<file path="src/include/canc_pkg.sv">
package canc_pkg;

  ////////////////////////////////////////////////////////////////////////
  // timing
  localparam int unsigned MCLK_PERIOD_NS = 8;
  localparam int unsigned SLEEP_SYNC_NS = 32;
  localparam int unsigned SLEEP_SYNC_CYC = (SLEEP_SYNC_NS + MCLK_PERIOD_NS - 1) / MCLK_PERIOD_NS;
  localparam logic [2:0] SYNC_LAST = 3'(SLEEP_SYNC_CYC - 1);

  ////////////////////////////////////////////////////////////////////////
  // register byte addresses
  localparam logic [7:0] A_CTRL0 = 8'h00;
  localparam logic [7:0] A_CTRL1 = 8'h04;
  localparam logic [7:0] A_RFLG = 8'h08;
  localparam logic [7:0] A_RIER = 8'h0c;
  localparam logic [7:0] A_TFLG = 8'h10;
  localparam logic [7:0] A_TIER = 8'h14;
  localparam logic [7:0] A_TXERR = 8'h18;
  localparam logic [7:0] A_RXERR = 8'h1c;
  localparam logic [3:0] ACC_PAGE = 4'h2;
  localparam logic [3:0] MSK_PAGE = 4'h3;
  localparam logic [7:0] A_FG_ID = 8'h40;
  localparam logic [7:0] A_FG_INFO = 8'h44;

  ////////////////////////////////////////////////////////////////////////
  // field positions
  localparam int B_INIT_REQ = 0;
  localparam int B_SLEEP_REQ = 1;
  localparam int B_WAKE_EN = 2;
  localparam int B_STOP_WAIT = 3;
  localparam int B_INIT_ACK = 8;
  localparam int B_SLEEP_ACK = 9;
  localparam int B_MOD_EN = 0;
  localparam int B_LISTEN = 1;
  localparam int B_LOOP = 2;
  localparam int B_PDOWN = 3;
  localparam int B_WAKE_FLAG = 0;
  localparam int B_STATUS_FLAG = 1;
  localparam int B_OVERRUN = 2;
  localparam int B_RX_FULL = 3;
  localparam int B_RX_STATE = 4;
  localparam int B_TX_STATE = 6;
  localparam int B_ABORT = 8;
  localparam int RIE_WUP = 0;
  localparam int RIE_CSC = 1;
  localparam int RIE_OVR = 2;
  localparam int RIE_RX_FULL = 3;

  ////////////////////////////////////////////////////////////////////////
  // error counter ranges
  localparam logic [7:0] ERR_WARN = 8'h60;
  localparam logic [7:0] ERR_PASSIVE = 8'h80;
  localparam logic [1:0] BUS_OK = 2'h0;
  localparam logic [1:0] BUS_WARN = 2'h1;
  localparam logic [1:0] BUS_PASSIVE = 2'h2;
  localparam logic [1:0] BUS_OFF = 2'h3;

  typedef enum logic [1:0] {S_RUN, S_DRAIN, S_SYNC, S_SLEEP} canc_phase_t;

  typedef struct packed {
    logic tx_bit;
    logic bus_idle;
    logic rx_done;
    logic rx_ide;
    logic [31:0] rx_id;
    logic [2:0] tx_done;
    logic [7:0] tec;
    logic [7:0] rec;
    logic bus_off;
  } canc_mac_in_t;

  typedef struct packed {
    logic rx_bit;
    logic clk_run;
    logic [2:0] tx_request;
    logic [2:0] abort_request;
    logic ignore_ack;
  } canc_mac_out_t;

  typedef struct packed {
    logic rx_meta;
    logic rx_sync;
    logic rx_prev;
    logic tx_pin;
    logic init_req;
    logic init_ack;
    logic slp_req;
    logic wake_en;
    logic stop_wait;
    logic mod_en;
    logic listen;
    logic loop;
    logic pdown;
    logic wake_flag;
    logic status_flag;
    logic overrun_flag;
    logic rx_full;
    logic [1:0] rx_state;
    logic [1:0] tx_state;
    logic [3:0] rier;
    logic [2:0] tx_empty;
    logic [2:0] abort;
    logic [2:0] tier;
    logic [3:0][7:0] acc;
    logic [3:0][7:0] msk;
    logic bg_new;
    logic bg_ide;
    logic [31:0] bg_id;
    logic pend_valid;
    logic pend_ide;
    logic [31:0] pend_id;
    logic fg_ide;
    logic [31:0] fg_id;
    canc_phase_t phase;
    logic [2:0] sync_cnt;
    logic [31:0] prdata;
  } canc_state_t;

  localparam canc_state_t STATE_RST = '{
    rx_meta: 1'b1, rx_sync: 1'b1, rx_prev: 1'b1, tx_pin: 1'b1,
    init_req: 1'b1, tx_empty: 3'h7, phase: S_RUN, default: '0};

endpackage

</file>
<file path="src/hw/canc_byte_match.sv">
`timescale 1ns/1ps
module canc_byte_match (
  // filter pair and received byte
  input wire logic [7:0] acc,
  input wire logic [7:0] msk,
  input wire logic [7:0] id,
  // result
  output logic hit
);
  // a set mask bit makes that position a don't-care
  assign hit = &(~(acc ^ id) | msk);
endmodule

</file>
<file path="src/hw/canc_core.sv">
`timescale 1ns/1ps
module canc_core (
  // clock and reset
  input wire logic mclk,
  input wire logic rst,
  // apb slave
  input wire logic psel,
  input wire logic penable,
  input wire logic pwrite,
  input wire logic [7:0] paddr,
  input wire logic [31:0] pwdata,
  output logic [31:0] prdata,
  output logic pready,
  output logic pslverr,
  // can pins
  input wire logic bus_rx_pin,
  output logic bus_tx_pin,
  // protocol engine
  input wire canc_pkg::canc_mac_in_t mac_in,
  output canc_pkg::canc_mac_out_t mac_out,
  // power
  input wire logic cpu_wait,
  output logic reg_clk_run,
  // interrupt requests
  output logic irq_wakeup,
  output logic irq_error,
  output logic irq_rx,
  output logic irq_tx
);

  canc_pkg::canc_state_t s;
  canc_pkg::canc_state_t next_s;
  logic [3:0] hit;
  logic accept;
  logic move;
  logic in_init;
  logic sleep_ack;
  logic tx_allowed;
  logic wr;
  logic mapped;
  logic [31:0] rd_val;
  logic [1:0] rx_state_now;
  logic [1:0] tx_state_now;

  ////////////////////////////////////////////////////////////////////////
  // mode decode

  assign in_init = s.init_req & s.init_ack;
  assign sleep_ack = (s.phase == canc_pkg::S_SLEEP);
  assign wr = psel & penable & pwrite;
  // no transmit start once the sleep delay runs, so the outcome is fixed
  assign tx_allowed = s.mod_en & ~s.listen & ~s.init_req & ~in_init &
    ((s.phase == canc_pkg::S_RUN) | (s.phase == canc_pkg::S_DRAIN));

  ////////////////////////////////////////////////////////////////////////
  // acceptance filter

  for (genvar i = 0; i < 4; i++) begin : g_match
    canc_byte_match u_match (
      .acc(s.acc[i]),
      .msk(s.msk[i]),
      .id(s.bg_id[31-8*i -: 8]),
      .hit(hit[i])
    );
  end

  // standard frames ignore the last two pairs
  assign accept = s.bg_new & hit[0] & hit[1] & (~s.bg_ide | (hit[2] & hit[3]));
  assign move = s.pend_valid & ~s.rx_full & ~sleep_ack;

  ////////////////////////////////////////////////////////////////////////
  // error counter ranges

  always_comb begin
    if (mac_in.rec >= canc_pkg::ERR_PASSIVE) begin
      rx_state_now = canc_pkg::BUS_PASSIVE;
    end else if (mac_in.rec >= canc_pkg::ERR_WARN) begin
      rx_state_now = canc_pkg::BUS_WARN;
    end else begin
      rx_state_now = canc_pkg::BUS_OK;
    end
    if (mac_in.bus_off) begin
      tx_state_now = canc_pkg::BUS_OFF;
    end else if (mac_in.tec >= canc_pkg::ERR_PASSIVE) begin
      tx_state_now = canc_pkg::BUS_PASSIVE;
    end else if (mac_in.tec >= canc_pkg::ERR_WARN) begin
      tx_state_now = canc_pkg::BUS_WARN;
    end else begin
      tx_state_now = canc_pkg::BUS_OK;
    end
  end

  ////////////////////////////////////////////////////////////////////////
  // register read mux

  always_comb begin
    rd_val = '0;
    mapped = 1'b1;
    if (paddr[7:4] == canc_pkg::ACC_PAGE) begin
      rd_val[7:0] = s.acc[paddr[3:2]];
    end else if (paddr[7:4] == canc_pkg::MSK_PAGE) begin
      rd_val[7:0] = s.msk[paddr[3:2]];
    end else if (paddr == canc_pkg::A_CTRL0) begin
      rd_val[canc_pkg::B_INIT_REQ] = s.init_req;
      rd_val[canc_pkg::B_SLEEP_REQ] = s.slp_req;
      rd_val[canc_pkg::B_WAKE_EN] = s.wake_en;
      rd_val[canc_pkg::B_STOP_WAIT] = s.stop_wait;
      rd_val[canc_pkg::B_INIT_ACK] = s.init_ack;
      rd_val[canc_pkg::B_SLEEP_ACK] = sleep_ack;
    end else if (paddr == canc_pkg::A_CTRL1) begin
      rd_val[canc_pkg::B_MOD_EN] = s.mod_en;
      rd_val[canc_pkg::B_LISTEN] = s.listen;
      rd_val[canc_pkg::B_LOOP] = s.loop;
      rd_val[canc_pkg::B_PDOWN] = s.pdown;
    end else if (paddr == canc_pkg::A_RFLG) begin
      rd_val[canc_pkg::B_WAKE_FLAG] = s.wake_flag;
      rd_val[canc_pkg::B_STATUS_FLAG] = s.status_flag;
      rd_val[canc_pkg::B_OVERRUN] = s.overrun_flag;
      rd_val[canc_pkg::B_RX_FULL] = s.rx_full;
      rd_val[canc_pkg::B_RX_STATE +: 2] = s.rx_state;
      rd_val[canc_pkg::B_TX_STATE +: 2] = s.tx_state;
    end else if (paddr == canc_pkg::A_RIER) begin
      rd_val[3:0] = s.rier;
    end else if (paddr == canc_pkg::A_TFLG) begin
      rd_val[2:0] = s.tx_empty;
      rd_val[canc_pkg::B_ABORT +: 3] = s.abort;
    end else if (paddr == canc_pkg::A_TIER) begin
      rd_val[2:0] = s.tier;
    end else if (paddr == canc_pkg::A_TXERR) begin
      // the engine's count is only stable while it is parked
      if (in_init | sleep_ack) begin
        rd_val[7:0] = mac_in.tec;
      end
    end else if (paddr == canc_pkg::A_RXERR) begin
      if (in_init | sleep_ack) begin
        rd_val[7:0] = mac_in.rec;
      end
    end else if (paddr == canc_pkg::A_FG_ID) begin
      rd_val = s.fg_id;
    end else if (paddr == canc_pkg::A_FG_INFO) begin
      rd_val[0] = s.fg_ide;
    end else begin
      mapped = 1'b0;
    end
  end

  ////////////////////////////////////////////////////////////////////////
  // next state

  always_comb begin
    next_s = s;
    next_s.rx_meta = bus_rx_pin;
    next_s.rx_sync = s.rx_meta;
    next_s.rx_prev = s.rx_sync;
    if (psel && !penable) begin
      next_s.prdata = rd_val;
    end
    // recessive whenever the engine must not reach the wire
    if (s.listen || s.loop || sleep_ack || !s.mod_en) begin
      next_s.tx_pin = 1'b1;
    end else begin
      next_s.tx_pin = mac_in.tx_bit;
    end
    next_s.init_ack = s.init_req;

    // software writes first, so hardware sets below win
    if (wr) begin
      if (paddr == canc_pkg::A_CTRL0) begin
        next_s.init_req = pwdata[canc_pkg::B_INIT_REQ];
        next_s.slp_req = pwdata[canc_pkg::B_SLEEP_REQ];
        next_s.wake_en = pwdata[canc_pkg::B_WAKE_EN];
        next_s.stop_wait = pwdata[canc_pkg::B_STOP_WAIT];
      end
      if (paddr == canc_pkg::A_CTRL1) begin
        next_s.mod_en = pwdata[canc_pkg::B_MOD_EN];
        next_s.listen = pwdata[canc_pkg::B_LISTEN];
        next_s.loop = pwdata[canc_pkg::B_LOOP];
        next_s.pdown = pwdata[canc_pkg::B_PDOWN];
      end
      if (paddr == canc_pkg::A_RFLG) begin
        next_s.wake_flag = s.wake_flag & ~pwdata[canc_pkg::B_WAKE_FLAG];
        next_s.status_flag = s.status_flag & ~pwdata[canc_pkg::B_STATUS_FLAG];
        next_s.overrun_flag = s.overrun_flag & ~pwdata[canc_pkg::B_OVERRUN];
        next_s.rx_full = s.rx_full & ~pwdata[canc_pkg::B_RX_FULL];
      end
      if (paddr == canc_pkg::A_RIER) begin
        next_s.rier = pwdata[3:0];
      end
      if (paddr == canc_pkg::A_TFLG) begin
        next_s.tx_empty = s.tx_empty & ~pwdata[2:0];
        next_s.abort = s.abort | (pwdata[canc_pkg::B_ABORT +: 3] & ~s.tx_empty);
      end
      if (paddr == canc_pkg::A_TIER) begin
        next_s.tier = pwdata[2:0];
      end
      if (in_init && paddr[7:4] == canc_pkg::ACC_PAGE) begin
        next_s.acc[paddr[3:2]] = pwdata[7:0];
      end
      if (in_init && paddr[7:4] == canc_pkg::MSK_PAGE) begin
        next_s.msk[paddr[3:2]] = pwdata[7:0];
      end
    end

    // transmit buffers freed by the engine, sent or aborted
    next_s.tx_empty = next_s.tx_empty | mac_in.tx_done;
    next_s.abort = next_s.abort & ~mac_in.tx_done;

    // receive path: background, one queued slot, foreground
    next_s.bg_new = mac_in.rx_done;
    if (mac_in.rx_done) begin
      next_s.bg_id = mac_in.rx_id;
      next_s.bg_ide = mac_in.rx_ide;
    end
    if (move) begin
      next_s.fg_id = s.pend_id;
      next_s.fg_ide = s.pend_ide;
      next_s.rx_full = 1'b1;
      next_s.pend_valid = 1'b0;
    end
    if (accept) begin
      if (!s.pend_valid || move) begin
        next_s.pend_id = s.bg_id;
        next_s.pend_ide = s.bg_ide;
        next_s.pend_valid = 1'b1;
      end else begin
        next_s.overrun_flag = 1'b1;
      end
    end

    if (rx_state_now != s.rx_state || tx_state_now != s.tx_state) begin
      next_s.rx_state = rx_state_now;
      next_s.tx_state = tx_state_now;
      next_s.status_flag = 1'b1;
    end

    // dominant edge on the wire while asleep with wake-up enabled
    if (sleep_ack && s.wake_en && s.rx_prev && !s.rx_sync) begin
      next_s.wake_flag = 1'b1;
    end

    unique case (s.phase)
      canc_pkg::S_RUN: begin
        if (s.slp_req && s.mod_en) begin
          next_s.phase = canc_pkg::S_DRAIN;
        end
      end
      canc_pkg::S_DRAIN: begin
        if (!s.slp_req) begin
          next_s.phase = canc_pkg::S_RUN;
        end else if ((&s.tx_empty) && mac_in.bus_idle) begin
          next_s.phase = canc_pkg::S_SYNC;
          next_s.sync_cnt = '0;
        end
      end
      canc_pkg::S_SYNC: begin
        if (!s.slp_req) begin
          next_s.phase = canc_pkg::S_RUN;
        end else if (s.sync_cnt == canc_pkg::SYNC_LAST) begin
          next_s.phase = canc_pkg::S_SLEEP;
        end else begin
          next_s.sync_cnt = s.sync_cnt + 3'h1;
        end
      end
      canc_pkg::S_SLEEP: begin
        // acknowledge holds while the request stays set
        if (!s.slp_req) begin
          next_s.phase = canc_pkg::S_RUN;
        end
      end
    endcase
  end

  always_ff @(posedge mclk or posedge rst) begin
    if (rst) begin
      s <= canc_pkg::STATE_RST;
    end else begin
      s <= next_s;
    end
  end

  ////////////////////////////////////////////////////////////////////////
  // outputs

  assign prdata = s.prdata;
  assign pready = 1'b1;
  assign pslverr = psel & penable & ~mapped;
  assign bus_tx_pin = s.tx_pin;

  always_comb begin
    mac_out.tx_request = ~s.tx_empty & {3{tx_allowed}};
    mac_out.abort_request = s.abort & {3{~sleep_ack}};
    mac_out.ignore_ack = s.loop;
    if (s.loop) begin
      mac_out.rx_bit = mac_in.tx_bit;
    end else if (s.listen) begin
      // own dominant bits seen by the engine only
      mac_out.rx_bit = s.rx_sync & mac_in.tx_bit;
    end else begin
      mac_out.rx_bit = s.rx_sync;
    end
    // engine clock off when disabled, asleep, down, or waiting with stop-in-wait set
    mac_out.clk_run = s.mod_en & ~s.pdown & ~sleep_ack &
      ~(cpu_wait & s.stop_wait);
  end

  assign reg_clk_run = s.mod_en & ~s.pdown;

  assign irq_wakeup = s.wake_flag & s.rier[canc_pkg::RIE_WUP];
  assign irq_error = (s.status_flag & s.rier[canc_pkg::RIE_CSC]) |
    (s.overrun_flag & s.rier[canc_pkg::RIE_OVR]);
  assign irq_rx = s.rx_full & s.rier[canc_pkg::RIE_RX_FULL];
  assign irq_tx = |(s.tx_empty & s.tier);
endmodule

</file>
<file path="config.mk">
export PLATFORM = sky130hd
export DESIGN_NAME = canc_core
export DESIGN_NICKNAME = d
export VERILOG_FILES = /design/src/include/canc_pkg.sv /design/src/hw/canc_byte_match.sv /design/src/hw/canc_core.sv
export SDC_FILE = /design/constraint.sdc
export NUM_CORES = 1
export LEC_CHECK = 0
export ABC_AREA = 1
export BUFFER_PORTS_ARGS = -buffer_cell sky130_fd_sc_hd__clkbuf_2
export CAP_MARGIN = 30
export CELL_PAD_IN_SITES_DETAIL_PLACEMENT = 0
export CELL_PAD_IN_SITES_GLOBAL_PLACEMENT = 1
export CORE_UTILIZATION = 35
export DETAILED_ROUTE_END_ITERATION = 6
export PLACE_DENSITY = 0.7
export SETUP_SLACK_MARGIN = 0.3
export SKIP_LAST_GASP = 1
export SYNTH_ARGS = -nofsm -noshare
export SYNTH_HDL_FRONTEND = slang
export SYNTH_SLANG_ARGS = --single-unit
</file>
<file path="constraint.sdc">
create_clock -name mclk -period 7.5 [get_ports mclk]
set_clock_uncertainty 0.15 [all_clocks]
set_input_delay 1.5 -clock mclk [delete_from_list [all_inputs] [get_ports mclk]]
set_output_delay 1.5 -clock mclk [all_outputs]
set_load 0.05 [all_outputs]
</file>
======== Yosys cells after proc, flatten, opt, wreduce, memory -nomap -nowiden ========
Cells that the tools add are included.
storage, ports and cells
  register bits ........................... 236
  word-level logic and storage cells ...... 300
cells by class
  add/subtract/negate cells ............... 1
  order comparisons ....................... 6
  eq/ne operators ......................... 25
  mux-type cells .......................... 114
  bitwise logic cells ..................... 67
  reductions and logical operators ........ 45
operators by type and width
  kind                  count
  $mux W31              11
  $mux W29              8
  $mux W8               18
  $mux W24              5
  $mux W73              1
  $mux W34              2
  $bwmux W32            2
  $mux W32              2
  $mux W28              2
  $mux W5               8
  $bmux W8 S2           2
  $eq A8 B5 Y1 const B  4
  $not A8 Y8            4
  $or A8 B8 Y8          4
  $reduce_and A8 Y1     4
  $xor A8 B8 Y8         4
  $and A1 B1 Y1         27
  $mux W1               25
  $mux W4               6
  $mux W22              1
  $mux W21              1
  $mux W3               7
  $reduce_and A2 Y1     10
  $and A3 B3 Y3         6
  36 further kinds      94

======== Depth between registers and ports, before layout ========
  depth in word-level cells ............... 43
  mapped depth ............................ 13

======== By module ========
A second synthesis with hierarchy kept.
second synthesis, totals
  cells, all modules ...................... 1,351
  area total of the unflattened synthesis .. 11,184.5 sq um
modules (own cells, without submodules)
  module           instances  cells an instance  area an instance (sq um)
  canc_core        1          1,139              10,358.7
  canc_byte_match  4          53                 206.4

======== Worst setup path after synthesis ========
No wires, ideal clock.
  path kind ............................... input -> output
  start ................................... input paddr[3]
  end ..................................... output pslverr
  data arrival time ....................... 3.530 ns
  slack ................................... 2.320 ns
  cell stages on the path ................. 4
  path through ............................ nor2_2 > clkbuf_1 > nor2_1 > nor4_1
on the way
  cells in the longest elaborated chain, start to end .. 15
  elaborated cells on any way between the ends .. 24
ends and longest elaborated chain
  item                line              text
  start: declaration  canc_core.sv:10   input wire logic [7:0] paddr,
  $eq A8 B7 Y1        canc_core.sv:140  end else if (paddr == canc_pkg::A_FG_INFO) begin
  $mux W1             canc_core.sv:140
  $mux W1             canc_core.sv:138  end else if (paddr == canc_pkg::A_FG_ID) begin
  $mux W1             canc_core.sv:134  end else if (paddr == canc_pkg::A_RXERR) begin
  $mux W1             canc_core.sv:129  end else if (paddr == canc_pkg::A_TXERR) begin
  $mux W1             canc_core.sv:127  end else if (paddr == canc_pkg::A_TIER) begin
  $mux W1             canc_core.sv:124  end else if (paddr == canc_pkg::A_TFLG) begin
  $mux W1             canc_core.sv:122  end else if (paddr == canc_pkg::A_RIER) begin
  $mux W1             canc_core.sv:115  end else if (paddr == canc_pkg::A_RFLG) begin
  $mux W1             canc_core.sv:110  end else if (paddr == canc_pkg::A_CTRL1) begin
  $mux W1 *           canc_core.sv:103  end else if (paddr == canc_pkg::A_CTRL0) begin
  $mux W1 *           canc_core.sv:101  end else if (paddr[7:4] == canc_pkg::MSK_PAGE) begin
  $mux W1 *           canc_core.sv:99   if (paddr[7:4] == canc_pkg::ACC_PAGE) begin
  $not A1 Y1 *        canc_core.sv:286  assign pslverr = psel & penable & ~mapped;
  $and A1 B1 Y1 *     canc_core.sv:286
  end: declaration    canc_core.sv:14   output logic pslverr,
Mark *: on every way between the ends. The rest lies on a longest branch, timed or not.

======== Worst setup path after layout ========
Ends and elaborated chain as after synthesis.

==> metrics.txt <==
Clk Latency, worst-skew pair 0.55 ns; Max Slew Vio Count 0; run status completed; Port-buffer cells 129; fill count 3182; FF+latch area 0.00592 mm^2; Pre-antenna DRT Iters 5; ys flop type dfrtp_1; RSZ-0062 raised after global routing no; Final ANT Viol Nets 0; crit path kind input port to output pin; Min-Delay Endpoint next_s[233]$_DFF_PP1_; setup_tns 0 ns; Syn Area/Cell 8.68 um^2; clk slew on worst S/H paths 0.06 ns; R2R Path End s[71]$_DFFE_PP0P_; Post-Route Utilization 0.413; Final nets 1474; final wirelength 33000 um; Worst Setup End Kind output pin; Horiz. Die Dim 180 um; wire per inst 18.5 um; CTS sink cnt 236; switch share 0.247; total congestion overflow 0; fraction of layout cells with a size suffix above 1 0.184; die area 0.0325 mm^2; Setup violations, final 0; reg2reg path depth 10; Worst Hold Slack 0.204 ns; worst hold path type flop to flop; Multi-input gate area 0.00430 mm^2; Synth Register Bits 236; largest net degree at the start of global routing 79; Layout area overhead 14.9%; worst path required time 5.85 ns; total CTS buffers 27; power per cell area 216 mW/mm^2; leakage 0.00626 uW; crit-path max FO 13; count of different cell masters after synthesis 44; clock buffer depth 3; IO Count 152; Vias 8981; hold path depth 0; num rows 64; cell area after synthesis 0.0111 mm^2; Max VDD drop 0.159 mV; Hold Startpoint next_s[234]$_DFF_PP1_; syn nets 1387; # hold bufs at CTS 0; all-layer global routing usage 0.205; r2r startpoint s[114]$_DFFE_PP0P_; CTS tree yes; Vias/cell 5.03; actual slew at the worst max-slew pin 0.962 ns; Worst R2R Setup Slack 4.46 ns; DRT iter0 DRCs 697; Initial Utilization 0.360; Worst Path Arrival 3.55 ns; synth warn 0; Cells after Synth 1282; gpl congestion 0.899; asr flop ratio synth 1.00; # DRC 0; H-tree depth 1; setup bufs post-CTS 0; switching power total 682 uW; Tcrit/Tclk final 0.694; Clock Power Share 0.450; Inserted Diodes 0; startpoint types input port; DP HPWL 24400 um; Root Driver clkbuf_16; final hold violation count 0; max cap viols 0; internal power 2080 uW; max_slew headroom 0.356; sequential area share after synthesis 0.532; minimum clock period 5.20 ns; first-pass GRT wire length 51500 um; post-cts sizing count 0; Chip Height 180 um; sequential share of power 0.478; vias in the first global route 8833; combinational power share 0.071; initial antenna violation count 0; Max Freq 192 MHz; Floorplan Core Area 0.0309 mm^2; number of synthesized flops with an enable pin 0
-- power by group through the flow --
stage / combinational (uW) / sequential, uW / clock (uW)
final: 197 / 1320 / 1240
after detailed placement: 197 / 1340 / 0
after global routing: 219 / 1320 / 1330
after CTS: 198 / 1320 / 1270
after floorplan: 122 / 1330 / 0
after global placement: 191 / 1340 / 0
-- metal layers --
metal | track usage | share of wire
met2 | 0.322 | 0.45
met3 | 0.0236 | 0.051
met5 | 0 | 0
met4 | 0.0496 | 0.019
met1 | 0.301 | 0.48
-- worst max-delay path by stage --
| stage | from | endpoint | slack [ns] | depth (start not counted) |
|---|---|---|---|---|
| final | paddr[3] | pslverr | 2.30 | 8 |
| after global routing | paddr[3] | pslverr | 2.22 | 8 |
| after CTS | paddr[3] | pslverr | 2.29 | 8 |
| after detailed placement | paddr[3] | pslverr | 2.29 | 8 |
| after floorplan | paddr[3] | pslverr | 2.32 | 4 |
| after global placement | paddr[3] | pslverr | 2.36 | 8 |
-- stage by stage --
step                      total power, uW  setup WS, ns  cells  cell area (um^2)
after detailed placement             1540          2.29   1735             11900
after CTS                            2790          2.29   1783             12800
final                                2760          2.30   1784             12800
after global placement               1530          2.36   1731             11800
after global routing                 2870          2.22   1784             12800
after floorplan                      1460          2.32   1282             11100
-- area by class of cell --
cell class	instances	share of cell area
inverter	114	0.0338
clock inverter	4	0.00470
multi-input combinational	849	0.336
sequential	236	0.463
tap	396	0.0388
clock buffer	44	0.0594
timing repair buffer	141	0.0642
-- layout by cell type (no fill, tap or decap), types with 9 or more instances in the layout --
master / synthesis / routed
nand2_1: 375 / 375
dfrtp_1: 228 / 228
o21ai_0: 143 / 143
clkbuf_2: 0 / 129
inv_1: 107 / 106
nand3_1: 64 / 64
nor2_1: 53 / 52
nand4_1: 47 / 47
mux2_2: 44 / 44
a21oi_1: 34 / 34
clkbuf_16: 0 / 27
clkbuf_1: 26 / 15
o21ai_1: 14 / 14
o22ai_1: 12 / 12
a221oi_1: 9 / 9
-- worst max-delay path, stage by stage --
cell      delay [ns]
clkbuf_2        0.13
nor2_2          0.57
nand2_1         0.26
nor2_2          0.43
inv_1           0.21
nand2_1         0.13
nor4_1          0.07
clkbuf_2        0.24
-- synth_stat cells (all sizes together) (8+ instances only) --
cell type,n,area share
dfrtp,228,0.51
clkbuf,26,0.0088
o22ai,12,0.0067
mux2,44,0.045
nand2,377,0.13
o21ai,158,0.072
xnor2,8,0.0063
dfstp,8,0.019
buf,57,0.036
nand4,47,0.026
nand3,68,0.033
nor2,66,0.029
a21oi,34,0.015
a221oi,9,0.0071
inv,112,0.038
-- cell families after synthesis --
kind of cell / after synthesis / synth area share
fa+ha+maj: 2 / 0.00225
other cells: 1 / 0.000337
buf+inv: 197 / 0.0829
compound gates: 226 / 0.110
simple gates: 566 / 0.221
xor+xnor: 10 / 0.00787
mux: 44 / 0.0445
flops: 236 / 0.532
(Power assumes the default switching activity.)
